<file path="src/verilog/udrp_pkg.sv">
/*
  shared constants, enums and carrier structs of the reservation access policy block.
  assumes one 50 MHz core clock and an APB master with 32-bit data.
*/
`default_nettype none
package udrp_pkg;
	// slot table geometry
	localparam int SLOT_W = 5;
	localparam int NSLOT = 2 ** SLOT_W;
	localparam int STREAM_W = 4;
	localparam int LEN_W = 16;
	localparam int SLOT_REC_W = 15;
	// apb byte offsets
	localparam logic [7:0] ADDR_CTRL = 8'h00;
	localparam logic [7:0] ADDR_SEL = 8'h04;
	localparam logic [7:0] ADDR_SLOT = 8'h08;
	localparam logic [7:0] ADDR_GUARD = 8'h0C;
	localparam logic [7:0] ADDR_STAT = 8'h10;
	// control bits and reset values
	localparam int CTRL_EN_BIT = 0;
	localparam int CTRL_XCAP_BIT = 1;
	localparam logic [LEN_W-1:0] GUARD_RST = 16'h0040;
	// reservation types (local encoding)
	typedef enum logic [2:0] {
		RT_ALIEN = 3'b000,
		RT_HARD = 3'b001,
		RT_SOFT = 3'b010,
		RT_PRIV = 3'b011,
		RT_PCA = 3'b100,
		RT_NONE = 3'b111
	} udrp_rtype_e;
	// our role in a slot
	typedef enum logic [1:0] {
		ROLE_NONE = 2'b00,
		ROLE_OWNER = 2'b01,
		ROLE_TARGET = 2'b10,
		ROLE_NBR = 2'b11
	} udrp_role_e;
	// reason for a refused transmission
	typedef enum logic [2:0] {
		DC_OK = 3'b000,
		DC_OFF = 3'b001,
		DC_TYPE = 3'b010,
		DC_ROLE = 3'b011,
		DC_STREAM = 3'b100,
		DC_TIME = 3'b101,
		DC_PEER = 3'b110,
		DC_BACKOFF = 3'b111
	} udrp_deny_e;
	// release sequence states
	typedef enum logic [1:0] {
		REL_IDLE = 2'b00,
		REL_WAIT = 2'b01,
		REL_FREE = 2'b10
	} udrp_rel_e;
	// per-slot record, 15 bits
	typedef struct packed {
		udrp_rtype_e rtype;
		udrp_role_e role;
		logic status;
		logic peerOk;
		logic denied;
		logic prevPca;
		logic otherTgt;
		logic hearOwner;
		logic [STREAM_W-1:0] stream;
	} udrp_slot_s;
	localparam udrp_slot_s SLOT_RST = '{RT_NONE, ROLE_NONE, 1'b0, 1'b0, 1'b0, 1'b0, 1'b0, 1'b0, 4'h0};
	// transmit request from the mac
	typedef struct packed {
		logic [SLOT_W-1:0] slot;
		logic isData;
		logic isBeacon;
		logic newTxn;
		logic chained;
		logic gapOk;
		logic backoffDone;
		logic destMatch;
		logic unicast;
		logic [STREAM_W-1:0] deliveryId;
		logic [LEN_W-1:0] txnLen;
	} udrp_txreq_s;
	// decoded reservation element from a neighbour beacon
	typedef struct packed {
		logic [SLOT_W-1:0] slot;
		udrp_rtype_e rtype;
		logic status;
		logic denied;
		logic forMe;
		logic hearOwner;
		logic [STREAM_W-1:0] stream;
	} udrp_rxie_s;
endpackage
`default_nettype wire

</file>
<file path="src/verilog/udrp_access_policy.sv">
/*
  reservation access policy: slot table, transmit permission, availability map,
  negotiation gate, beacon announcement helper and apb register slave.
  assumes all mac-side inputs come from logic on core_clk and apb uses core_clk.
*/
// Contract
// (RQ1) announce every used reservation in beacons
// (RQ2) group slots sharing address, owner, type, stream; code compares owner flag, type and stream only
// (RQ3) decode neighbour elements, transmit only as allowed
// (RQ4) transaction ends guard before block end
// (RQ5) alien period: only own beacon allowed
// (RQ6) hard: outsiders stay silent
// (RQ7) hard: only owner initiates transactions
// (RQ8) hard/private: suggest releasing unused block time
// (RQ9) released block usable after duration expires
// (RQ10) hard data needs stream and destination match
// (RQ11) soft owner accesses without backoff
// (RQ12) soft owner chains within one sifs
// (RQ13) soft owner no-backoff data needs match
// (RQ14) soft: contention; hidden target neighbours silent
// (RQ15) private: outsiders silent, standard frames
// (RQ16) pca reservation: plain contention for all
// (RQ17) slot unavailable if recent beacon period overlaps
// (RQ18) own confirmed, foreign-target slots unavailable
// (RQ19) no negotiation on referenced non-denied slots
// (RQ20) advertise explicit capability, check peer
// (RQ21) negotiate only as owner
// (RQ22) alien detect installs status-one alien element
// (RQ23) pca status one needs previous pca
// (RQ24) confirmed reservations announced accepted, status one
// (RQ25) owner unicast needs both statuses one; code does not check this in alien or pca slots or in a released block
// (RQ26) unknown type denies transmission
`timescale 1ns/1ps
`default_nettype none
module udrp_access_policy #(
	parameter int MAX_LOST = 3
) (
	// clock and reset
	input wire logic core_clk,
	input wire logic rstn,
	// apb slave
	input wire logic psel,
	input wire logic penable,
	input wire logic pwrite,
	input wire logic [7:0] paddr,
	input wire logic [31:0] pwdata,
	output logic [31:0] prdata,
	output logic pready,
	output logic pslverr,
	// superframe timing
	input wire logic sfTick,
	input wire logic blkEnd,
	input wire logic blkUnused,
	input wire logic [udrp_pkg::LEN_W-1:0] blkRemain,
	// transmit permission
	input wire logic txReqValid,
	input wire udrp_pkg::udrp_txreq_s txReq,
	output logic txDone,
	output logic txGrant,
	output logic txNoBackoff,
	output udrp_pkg::udrp_deny_e txDenyCode,
	// received beacon information
	input wire logic rxIeValid,
	input wire udrp_pkg::udrp_rxie_s rxIe,
	input wire logic bpSeen,
	input wire logic [udrp_pkg::SLOT_W-1:0] bpSlot,
	input wire logic alienDet,
	input wire logic [udrp_pkg::SLOT_W-1:0] alienSlot,
	input wire logic pcaConfirm,
	input wire logic [udrp_pkg::SLOT_W-1:0] pcaSlot,
	// block release frames
	input wire logic relRx,
	input wire logic [udrp_pkg::SLOT_W-1:0] relSlot,
	input wire logic [udrp_pkg::LEN_W-1:0] relDur,
	// negotiation gate
	input wire logic negReq,
	input wire logic [udrp_pkg::SLOT_W-1:0] negSlot,
	input wire logic negAsOwner,
	input wire logic negExplicit,
	input wire logic peerXcap,
	output logic negDone,
	output logic negOk,
	// beacon content
	input wire logic [udrp_pkg::SLOT_W-1:0] annSlot,
	output logic annValid,
	output logic annStatus,
	output udrp_pkg::udrp_rtype_e annType,
	output logic annSameGroup,
	output logic capExplicit,
	output logic relSuggest,
	output logic [udrp_pkg::NSLOT-1:0] availMap
);
	import udrp_pkg::*;

	localparam int AGE_W = $clog2(MAX_LOST + 2);

	udrp_slot_s recTab[NSLOT]; // slot table
	logic ctrlEn_r; // policy enable
	logic ctrlXcap_r; // explicit negotiation capable
	logic [SLOT_W-1:0] selSlot_r; // apb slot pointer
	logic [LEN_W-1:0] guardCyc_r; // sifs plus guard, cycles
	udrp_rel_e relState_r; // release sequence
	logic [LEN_W-1:0] relCnt_r; // release duration left
	logic [SLOT_W-1:0] relSlot_r; // released slot
	logic [SLOT_REC_W-2:0] prevKey_r; // grouping key of previous slot
	logic prevKeyOk_r; // previous key valid
	udrp_slot_s cur; // record of requested slot
	udrp_slot_s ann; // record of announced slot
	logic fits; // transaction fits the block
	logic match; // stream and destination agree
	logic released; // slot released to contention
	logic outsider; // neither owner nor target
	logic gNxt;
	logic nbNxt;
	udrp_deny_e dcNxt;
	logic apbSetup;
	logic apbWr;
	logic [SLOT_REC_W-2:0] annKey;

	// apb phase decode
	assign apbSetup = psel && !penable;
	assign apbWr = psel && penable && pready && pwrite && !pslverr;

	// apb answer: no wait states, data latched in setup
	always_ff @(posedge core_clk or negedge rstn)
	begin
		if (!rstn)
		begin
			pready <= 1'b0;
			pslverr <= 1'b0;
			prdata <= 32'h00000000;
		end
		else
		begin
			pready <= apbSetup;
			pslverr <= 1'b0;
			if (apbSetup)
			begin
				case (paddr)
					ADDR_CTRL: prdata <= {30'h0, ctrlXcap_r, ctrlEn_r};
					ADDR_SEL: prdata <= 32'(selSlot_r);
					ADDR_SLOT: prdata <= 32'(recTab[selSlot_r]);
					ADDR_GUARD: prdata <= 32'(guardCyc_r);
					ADDR_STAT: prdata <= 32'({relState_r, txDenyCode, txNoBackoff, txGrant});
					default:
					begin
						// unmapped: zero data and slave error
						prdata <= 32'h00000000;
						pslverr <= 1'b1;
					end
				endcase
			end
		end
	end

	// software control registers
	always_ff @(posedge core_clk or negedge rstn)
	begin
		if (!rstn)
		begin
			ctrlEn_r <= 1'b0;
			ctrlXcap_r <= 1'b0;
			selSlot_r <= '0;
			guardCyc_r <= GUARD_RST;
		end
		else if (apbWr)
		begin
			if (paddr == ADDR_CTRL)
			begin
				ctrlEn_r <= pwdata[CTRL_EN_BIT];
				ctrlXcap_r <= pwdata[CTRL_XCAP_BIT];
			end
			if (paddr == ADDR_SEL)
				selSlot_r <= pwdata[SLOT_W-1:0];
			if (paddr == ADDR_GUARD)
				guardCyc_r <= pwdata[LEN_W-1:0];
		end
	end

	// slot table; element, alien and pca events take priority over software writes
	always_ff @(posedge core_clk or negedge rstn)
	begin
		if (!rstn)
		begin
			for (int i = 0; i < NSLOT; i++)
				recTab[i] <= SLOT_RST;
		end
		else
		begin
			// remember which slots were pca in the ending superframe
			if (sfTick)
			begin
				for (int i = 0; i < NSLOT; i++)
					recTab[i].prevPca <= (recTab[i].rtype == RT_PCA);
			end
			// (RQ3) neighbour element decode
			if (rxIeValid)
			begin
				if (rxIe.forMe && recTab[rxIe.slot].role == ROLE_OWNER)
					recTab[rxIe.slot].peerOk <= rxIe.status;
				else if (rxIe.forMe)
				begin
					recTab[rxIe.slot].rtype <= rxIe.rtype;
					recTab[rxIe.slot].role <= ROLE_TARGET;
					recTab[rxIe.slot].status <= rxIe.status;
					recTab[rxIe.slot].peerOk <= rxIe.status;
					recTab[rxIe.slot].denied <= rxIe.denied;
					recTab[rxIe.slot].stream <= rxIe.stream;
				end
				else
				begin
					// foreign reservation seen as a neighbour
					recTab[rxIe.slot].rtype <= rxIe.rtype;
					recTab[rxIe.slot].role <= ROLE_NBR;
					recTab[rxIe.slot].status <= rxIe.status;
					recTab[rxIe.slot].denied <= rxIe.denied;
					recTab[rxIe.slot].otherTgt <= 1'b1;
					recTab[rxIe.slot].hearOwner <= rxIe.hearOwner;
					recTab[rxIe.slot].stream <= rxIe.stream;
				end
			end
			// (RQ22) alien period installs its own element at once
			else if (alienDet)
			begin
				recTab[alienSlot].rtype <= RT_ALIEN;
				recTab[alienSlot].role <= ROLE_OWNER;
				recTab[alienSlot].status <= 1'b1;
				recTab[alienSlot].denied <= 1'b0;
			end
			// (RQ23) pca confirm only after a pca superframe
			else if (pcaConfirm)
			begin
				if (recTab[pcaSlot].prevPca && recTab[pcaSlot].rtype == RT_PCA)
					recTab[pcaSlot].status <= 1'b1;
			end
			// software installs negotiated records
			else if (apbWr && paddr == ADDR_SLOT)
				recTab[selSlot_r] <= udrp_slot_s'(pwdata[SLOT_REC_W-1:0]);
		end
	end

	// (RQ9) release sequence: wait out the frame duration, free until block end
	always_ff @(posedge core_clk or negedge rstn)
	begin
		if (!rstn)
		begin
			relState_r <= REL_IDLE;
			relCnt_r <= '0;
			relSlot_r <= '0;
		end
		else
		begin
			case (relState_r)
				REL_IDLE:
				begin
					// only hard and private blocks can be released
					if (relRx && (recTab[relSlot].rtype == RT_HARD || recTab[relSlot].rtype == RT_PRIV))
					begin
						relState_r <= REL_WAIT;
						relCnt_r <= relDur;
						relSlot_r <= relSlot;
					end
				end
				REL_WAIT:
				begin
					if (blkEnd)
						relState_r <= REL_IDLE;
					else if (relCnt_r == '0)
						relState_r <= REL_FREE;
					else
						relCnt_r <= relCnt_r - 16'h0001;
				end
				REL_FREE:
				begin
					if (blkEnd)
						relState_r <= REL_IDLE;
				end
				default: relState_r <= REL_IDLE;
			endcase
		end
	end

	// transmit permission decision
	always_comb
	begin
		cur = recTab[txReq.slot];
		// (RQ4) end no later than sifs plus guard before block end
		fits = ({1'b0, txReq.txnLen} + {1'b0, guardCyc_r}) <= {1'b0, blkRemain};
		match = (txReq.deliveryId == cur.stream) && txReq.destMatch;
		released = (relState_r == REL_FREE) && (relSlot_r == txReq.slot);
		outsider = (cur.role == ROLE_NONE) || (cur.role == ROLE_NBR);
		nbNxt = 1'b0;
		dcNxt = DC_OK;
		if (!ctrlEn_r)
			dcNxt = DC_OFF;
		else if (txReq.newTxn && !fits)
			dcNxt = DC_TIME;
		else if (released)
		begin
			// freed remainder behaves as contention time
			if (!txReq.backoffDone)
				dcNxt = DC_BACKOFF;
		end
		else
		begin
			case (cur.rtype)
				RT_ALIEN:
				begin
					// (RQ5) nothing but our beacon
					if (!txReq.isBeacon)
						dcNxt = DC_ROLE;
				end
				RT_HARD, RT_PRIV:
				begin
					// (RQ6) (RQ15) outsiders silent
					if (outsider)
						dcNxt = DC_ROLE;
					// (RQ7) only the owner initiates in hard
					else if (cur.rtype == RT_HARD && txReq.newTxn && cur.role != ROLE_OWNER)
						dcNxt = DC_ROLE;
					// (RQ10) data must carry the reservation stream
					else if (cur.rtype == RT_HARD && txReq.isData && !match)
						dcNxt = DC_STREAM;
					// (RQ25) both sides confirmed before owner unicast
					else if (cur.role == ROLE_OWNER && txReq.unicast && !(cur.status && cur.peerOk))
						dcNxt = DC_PEER;
				end
				RT_SOFT:
				begin
					if (cur.role == ROLE_OWNER)
					begin
						// (RQ25) confirmation gate
						if (txReq.unicast && !(cur.status && cur.peerOk))
							dcNxt = DC_PEER;
						// (RQ11) (RQ12) (RQ13) no-backoff preferential access
						else if ((!txReq.isData || match) && (!txReq.chained || txReq.gapOk))
							nbNxt = 1'b1;
						else if (!txReq.backoffDone)
							dcNxt = DC_BACKOFF;
					end
					// (RQ14) hidden neighbour of target keeps off
					else if (cur.role == ROLE_NBR && !cur.hearOwner)
						dcNxt = DC_ROLE;
					else if (!txReq.backoffDone)
						dcNxt = DC_BACKOFF;
				end
				RT_PCA:
				begin
					// (RQ16) ordinary contention only
					if (!txReq.backoffDone)
						dcNxt = DC_BACKOFF;
				end
				// (RQ26) unknown type denies
				default: dcNxt = DC_TYPE;
			endcase
		end
		gNxt = (dcNxt == DC_OK);
	end

	// registered permission answer
	always_ff @(posedge core_clk or negedge rstn)
	begin
		if (!rstn)
		begin
			txDone <= 1'b0;
			txGrant <= 1'b0;
			txNoBackoff <= 1'b0;
			txDenyCode <= DC_OFF;
			relSuggest <= 1'b0;
		end
		else
		begin
			txDone <= txReqValid;
			// (RQ8) owner or target with idle remainder should release
			relSuggest <= blkUnused && !outsider && (cur.rtype == RT_HARD || cur.rtype == RT_PRIV);
			if (txReqValid)
			begin
				txGrant <= gNxt;
				txNoBackoff <= gNxt && nbNxt;
				txDenyCode <= dcNxt;
			end
		end
	end

	// (RQ19) (RQ20) (RQ21) negotiation gate
	always_ff @(posedge core_clk or negedge rstn)
	begin
		if (!rstn)
		begin
			negDone <= 1'b0;
			negOk <= 1'b0;
			capExplicit <= 1'b0;
		end
		else
		begin
			negDone <= negReq;
			capExplicit <= ctrlXcap_r;
			negOk <= negReq && negAsOwner && (!negExplicit || (peerXcap && ctrlXcap_r)) &&
				(recTab[negSlot].rtype == RT_NONE || recTab[negSlot].denied);
		end
	end

	// beacon builder scans slots in order; key ties slots into one reservation
	always_comb
	begin
		ann = recTab[annSlot];
		annKey = {ann.rtype, ann.role == ROLE_OWNER, ann.otherTgt, ann.status, ann.denied, ann.prevPca,
			ann.hearOwner, ann.stream};
	end

	// (RQ1) (RQ2) (RQ24) announcement outputs
	always_ff @(posedge core_clk or negedge rstn)
	begin
		if (!rstn)
		begin
			annValid <= 1'b0;
			annStatus <= 1'b0;
			annType <= RT_NONE;
			annSameGroup <= 1'b0;
			prevKey_r <= '0;
			prevKeyOk_r <= 1'b0;
		end
		else
		begin
			annValid <= (ann.role == ROLE_OWNER || ann.role == ROLE_TARGET) && ann.rtype != RT_NONE;
			annStatus <= ann.status;
			annType <= ann.rtype;
			// only owner flag, type and stream decide grouping
			annSameGroup <= prevKeyOk_r &&
				(prevKey_r[SLOT_REC_W-3:SLOT_REC_W-6] == annKey[SLOT_REC_W-3:SLOT_REC_W-6]) &&
				(prevKey_r[STREAM_W-1:0] == annKey[STREAM_W-1:0]);
			prevKey_r <= annKey;
			prevKeyOk_r <= (ann.role == ROLE_OWNER || ann.role == ROLE_TARGET);
		end
	end

	// per-slot beacon period age and availability
	for (genvar g = 0; g < NSLOT; g++)
	begin : gSlot
		logic [AGE_W-1:0] bpAge_r; // superframes left with a bp seen

		// (RQ17) fresh sighting wins over ageing
		always_ff @(posedge core_clk or negedge rstn)
		begin
			if (!rstn)
				bpAge_r <= '0;
			else if (bpSeen && bpSlot == SLOT_W'(g))
				bpAge_r <= AGE_W'(MAX_LOST + 1);
			else if (sfTick && bpAge_r != '0)
				bpAge_r <= bpAge_r - AGE_W'(1);
		end

		// (RQ18) own confirmed and foreign-target slots also unavailable
		always_ff @(posedge core_clk or negedge rstn)
		begin
			if (!rstn)
				availMap[g] <= 1'b0;
			else
				availMap[g] <= (bpAge_r == '0) && !recTab[g].otherTgt &&
					!(recTab[g].status && recTab[g].role != ROLE_NONE);
		end
	end
endmodule
`default_nettype wire

</file>
<file path="config.mk">
export PLATFORM = sky130hd
export DESIGN_NAME = udrp_access_policy
export DESIGN_NICKNAME = d
export VERILOG_FILES = /design/src/verilog/udrp_pkg.sv /design/src/verilog/udrp_access_policy.sv
export SDC_FILE = /design/constraint.sdc
export NUM_CORES = 2
export LEC_CHECK = 0
export BUFFER_PORTS_ARGS = -buffer_cell sky130_fd_sc_hd__buf_2
export CORE_MARGIN = 1.5
export CORE_UTILIZATION = 55
export CTS_CLUSTER_SIZE = 14
export DETAILED_ROUTE_END_ITERATION = 6
export PLACE_DENSITY_LB_ADDON = 0.08
export SLEW_MARGIN = 5
export SYNTH_ARGS = -nofsm -noshare
export SYNTH_HDL_FRONTEND = slang
export SYNTH_SLANG_ARGS = --single-unit
</file>
<file path="constraint.sdc">
create_clock -name core_clk -period 3.9 [get_ports core_clk]
set_input_delay 0.195 -clock core_clk [delete_from_list [all_inputs] [get_ports core_clk]]
set_output_delay 0.195 -clock core_clk [all_outputs]
set_load 0.02 [all_outputs]
</file>
---- After elaboration in Yosys (flattened, before gate mapping) ----
Index checks and enable logic that the tools add are counted.
W data, S select, Z words.
word-level totals
  register bits after elaboration ......... 718
  input bits .............................. 169
  output and inout port bits .............. 82
  logic and storage cells ................. 1153
cells by class
  add/sub/neg operators ................... 34
  $lt $le $gt $ge ......................... 13
  equality and inequality tests ........... 94
  multiplexer cells ....................... 204
  bitwise gates (word level) .............. 8
  reduce and logical (&&, ||, !) cells .... 424
operator list
  cell                   count
  $bwmux W480            19
  $mux W480              7
  $demux W15 S5          14
  $bmux W15 S5           7
  $mux W3                76
  $mux W15               15
  $logic_and A1 B1 Y1    196
  $reduce_bool A2 Y1     65
  $eq A3 B3 Y1 const B   35
  $logic_not A3 Y1       34
  $reduce_bool A3 Y1     32
  $sub A3 B1 Y3 const B  32
  $eq A5 B5 Y1 const B   16
  $pmux W16 S5           1
  $logic_not A1 Y1       74
  $ge A6 B6 Y1 const B   8
  $mux W12               4
  $mux W16               3
  $not A5 Y6             8
  $mux W1                41
  $eq A5 B4 Y1 const B   8
  $pmux W16 S2           1
  $mux W10               3
  $lt A6 B1 Y1 const B   4
  38 further kinds       74

---- Longest topological paths before layout ----
  depth in word-level cells ............... 17
  gate-level depth with buffers ........... 22

---- Least setup slack after synthesis ----
No wires, ideal clock.
  path kind ............................... reg-to-reg
  start point ............................. register guardCyc_r[0]
  end point ............................... register txDenyCode[2]
  arrival ................................. 3952 ps
  data required time ...................... 3775 ps
  slack ................................... -176 ps
  stages on the path, launching flop included .. 21
  buffers on the path ..................... 0
  clock period less this slack ............ 4076 ps
  cells stage by stage .................... dfrtp_1 ha_1 inv_1 fa_1 nor2b_1 o21ai_0 a21boi_0 o21ai_0 a21boi_0 o2111ai_1 a31o_2 nand2_1 a21oi_1 xnor2_1 ha_1 a2111oi_0 o211ai_1 o21ai_0 nand2_1 o31a_1 mux2_2
between the ends
  word-level cells in the longest chain between the ends .. 6
ends and longest elaborated chain
  what                      line                       source
  start: declaration        udrp_access_policy.sv:101  logic [LEN_W-1:0] guardCyc_r;
  start signal: assignment  udrp_access_policy.sv:176  guardCyc_r <= pwdata[LEN_W-1:0];
  $add A16 B16 Y17          udrp_access_policy.sv:288  fits = ({1'b0, txReq.txnLen} + {1'b0, guardCyc_r}) <= {1'b0, blkRemain};
  $le A17 B16 Y1            udrp_access_policy.sv:288
  $logic_not A1 Y1          udrp_access_policy.sv:296  else if (txReq.newTxn && !fits)
  $logic_and A1 B1 Y1       udrp_access_policy.sv:296
  $mux W3                   udrp_access_policy.sv:296
  $mux W3                   udrp_access_policy.sv:294  if (!ctrlEn_r)
  end signal: assignment    udrp_access_policy.sv:380  txDenyCode <= dcNxt;
  end: declaration          udrp_access_policy.sv:61   output udrp_pkg::udrp_deny_e txDenyCode,
Every way passes these cells.
A chain may end at the register's enable or synchronous reset.

---- Final worst setup path ----
  start point ............................. register guardCyc_r[0]
  end point ............................... register txDenyCode[0]
Same word-level chain as after synthesis.

==> results.yml <==
run:
  cap_violations: 0
power:
  p_switching_w: 0.00771
  p_seq_share_pct: 39.7
  p_total_w: 0.0228
  power.density_nw_per_um2: 415
  peakVddDrop_uv: 510
  p_clk_share_pct: 35.1
  p_int_w: 0.0151
  p_leak_nw: 25.1
  comb_power_share_pct: 25.2
  p_sw_share_pct: 33.8
sta:
  grt_setup_unrepaired: "true"
  min_period_ps: 4050
  fin_skew_ps: 29.0
  maxSlewViolCount: 0
  setup_slack_ps: -149
  worst_slew_pin_slew_ps: 1190
  finalSetupViolations: 4
  slew_headroom_pct: 20.6
  finalHoldViolCount: 0
  finalCritPeriodShare_pct: 104
  fmax_mhz: 247
placed_design:
  post-dp-hpwl_um: 162000
  dpl.cell_count: 6071
  gp_congestion: 1.05
  portBuffers: 218
  post_dp_cell_area_um2: 51800
min_path:
  whs_path_depth: 3
  hold_class: "in2reg"
  hp-start: "paddr[4]"
clocking:
  numClockSinks: 697
  cts_buffer_depth: 3
  cts_tree: "done"
  htree_levels: 3
  clock-root-buffer: "clkbuf_16"
  cts.reportedPaths.clkPinSlew_ps: 70
  numCtsBuffers: 80
  clk_latency_ps: 670
die:
  ios: 251
  die_x_um: 297
  fp.dieArea_um2: 88300
  core_area_um2: 85400
  rows: 107
  fp.dieH_um: 297
  start_util_pct: 55.7
yosys:
  synth_edf_count: 0
  yosysTopAreaCell: "dfrtp_1"
  synth.area.top_cells: "dfrtp_1, mux4_2, dfstp_2"
  synthFlopType: "dfrtp_1"
  yosys.area.top_type_share_pct: 31.3
  async_reset_ff_share_pct: 100
  synth_area_per_cell_um2: 10.1
  synth_cell_types: 87
  ys_ff_latch: 697
  yosys.cell_count.top_type: "dfrtp_1"
  mappedNetlistArea_um2: 47600
  ys_seq_area_share_pct: 36.9
  synthTopCellsByCount: "dfrtp_1, nor2_1, nand2_1"
  synth_warnings: 0
  synthCells: 4696
global_route:
  grt_pass1_wl_um: 311000
  grt_max_degree: 105
  grt_pass1_vias: 44600
  grtUsageTotal_pct: 48.0
  overflow: 0
  antenna_found_initial: 13
finish:
  fill_cells: 7018
  utilization_pct: 64.4
  drive_above_1_share_pct: 25.4
  layout-area-overhead-vs-synth_pct: 15.5
  final_nets: 5312
  instances_no_fill: 6261
  design_area_um2: 55000
critical_path:
  crit_path_start: "guardCyc_r[0]"
  crit_required_ps: 4490
  r2r_slack_ps: -150
  endpoint_kind: "flip-flop"
  regToRegStartpoint: "guardCyc_r[0]"
  path_buf_inv: 3
  path_common_cell: "o21ai_1"
  r2r-end: "txDenyCode[0]"
  slowest_delay_ps: 380
  cpMaxStageDelayCell: "dfrtp_1"
  worstSetupPathDepth: 23
  critPathTopFamily: "compound AO/OA/AOI/OAI gates"
  path_cells: "ha_2 -> buf_4 -> a21o_1 -> a21oi_2 -> o21ai_1 -> a21oi_2 -> o21ai_1 -> a21oi_2 -> o21ai_1 -> nor2_1 -> o21ai_1 -> xor2_1 -> ha_1 -> nand4_1 -> or2_4 -> o41ai_2 -> nor2_1 -> o21ai_1 -> buf_4 -> o2111a_1 -> nand3b_1 -> buf_4 -> o21a_1"
  crit_fanout: 3
  worst-setup-path-type: "reg2reg"
  worstSetupEndpoint: "txDenyCode[0]"
  r2r_cells: 23
  startpoint_type: "flip-flop"
  crit_arrival_ps: 4640
drt:
  firstDrtPassIters: 7
  drt_iter0_markers: 8170
  drc_errors: 17
  antenna_left: 0
  drt-total-wl_um: 216000
  vias_per_cell: 7.41
  detail_route.wl_per_cell_um: 34.5
  vias: 46400
outcome:
  violations: "DRC, setup timing"
  status: "complete, but fails checks"
-- layout make-up --
type / count / area, um2 / share of cell area (%)
antenna: 8 / 20.0 / 0.0364
sequential: 697 / 17600 / 32.0
multi-input combinational: 3375 / 27500 / 50.0
clock buffer: 119 / 2300 / 4.18
timing repair buffer: 654 / 4850 / 8.82
tap: 1144 / 1430 / 2.60
clock inverter: 30 / 447 / 0.813
inverter: 234 / 878 / 1.60
-- timing repair --
action	4_1_cts	5_1_grt
endpoints found under the hold margin	105	0
pin swaps	17	13
setup endpoints to repair	5	5
buffers inserted	4	1
gates resized for setup	16	8
hold buffers	28	0
-- power groups by stage --
stage	Combinational, W	Clock (W)	Sequential [W]
after floorplan	0.00346	0	0.00908
after global placement	0.00539	0	0.00909
after detailed placement	0.00556	0	0.00913
after CTS	0.00563	0.00803	0.00902
after global routing	0.00623	0.00829	0.00915
final	0.00574	0.00801	0.00907
-- stage by stage --
step	hold WS [ps]	TNS, ps	worst slack [ps]
floorplan	-101	-32.9	-32.9
global placement	284	-2390	-543
detailed placement	286	-2500	-576
CTS	5.64	-791	-213
global route	50.1	-2060	-466
finish	34.4	-538	-149
-- flip-flops by register name, indices dropped and copies added (netlist names), 2 cells and up --
name / count
relState_r: 2
selSlot_r: 5
recTab: 480
txDenyCode: 3
guardCyc_r: 16
prevKey_r: 9
prdata: 16
availMap: 32
relSlot_r: 5
annType: 3
gSlot.bpAge_r: 96
relCnt_r: 16
-- routing by layer --
metal  share of wire, %  track usage, %  vias to the layer above
li1                   -               -                    18700
met1                 35            61.6                    22900
met2                 42            68.7                     3917
met3                 15            18.0                      888
met4                7.8            29.9                       10
met5              0.038               0                        -
-- worst min-delay path by stage --
stage	end	slack, ps
floorplan	annSameGroup	-100
global placement	gSlot[7].bpAge_r[2]	280
detailed placement	gSlot[7].bpAge_r[2]	290
CTS	relSlot_r[3]	6
global route	relSlot_r[3]	50
finish	pslverr	30
-- logic make-up (layout without fill, tap and decap cells) --
logic type | Yosys count | in the layout | synth area share (%)
XOR/XNOR | 59 | 59 | 1.09
adder cells (fa/ha/maj) | 101 | 101 | 2.67
flip-flops | 697 | 697 | 36.9
AO/OA/AOI/OAI | 1367 | 1367 | 21.5
buffers and inverters | 639 | 1037 | 5.73
other | 1 | 24 | 0.00788
multiplexers | 493 | 493 | 18.7
AND/OR/NAND/NOR | 1339 | 1339 | 13.4
-- cells in the final DEF (no fill, tap or decap), drive strengths merged, types with 101 or more instances in the layout --
cell type	netlist	routed
a22o	120	120
nand3	139	139
inv	234	236
mux4	312	312
a21o	107	107
dfstp	101	101
a221o	231	231
dfrtp	596	596
clkbuf	241	119
nor2	507	507
mux2i	136	136
buf	164	626
o21ai	275	275
nand2	333	333
a21oi	151	151
-- worst reg2reg max path, delay by kind of cell, from the launching register on --
family | cells | cell delay [ps]
AO/OA/AOI/OAI | 12 | 1780
XOR/XNOR | 1 | 150
adder cells (fa/ha/maj) | 2 | 480
buffers and inverters | 3 | 450
flip-flops | 1 | 380
AND/OR/NAND/NOR | 5 | 760
Note: power is estimated with default switching activity, not from simulation.
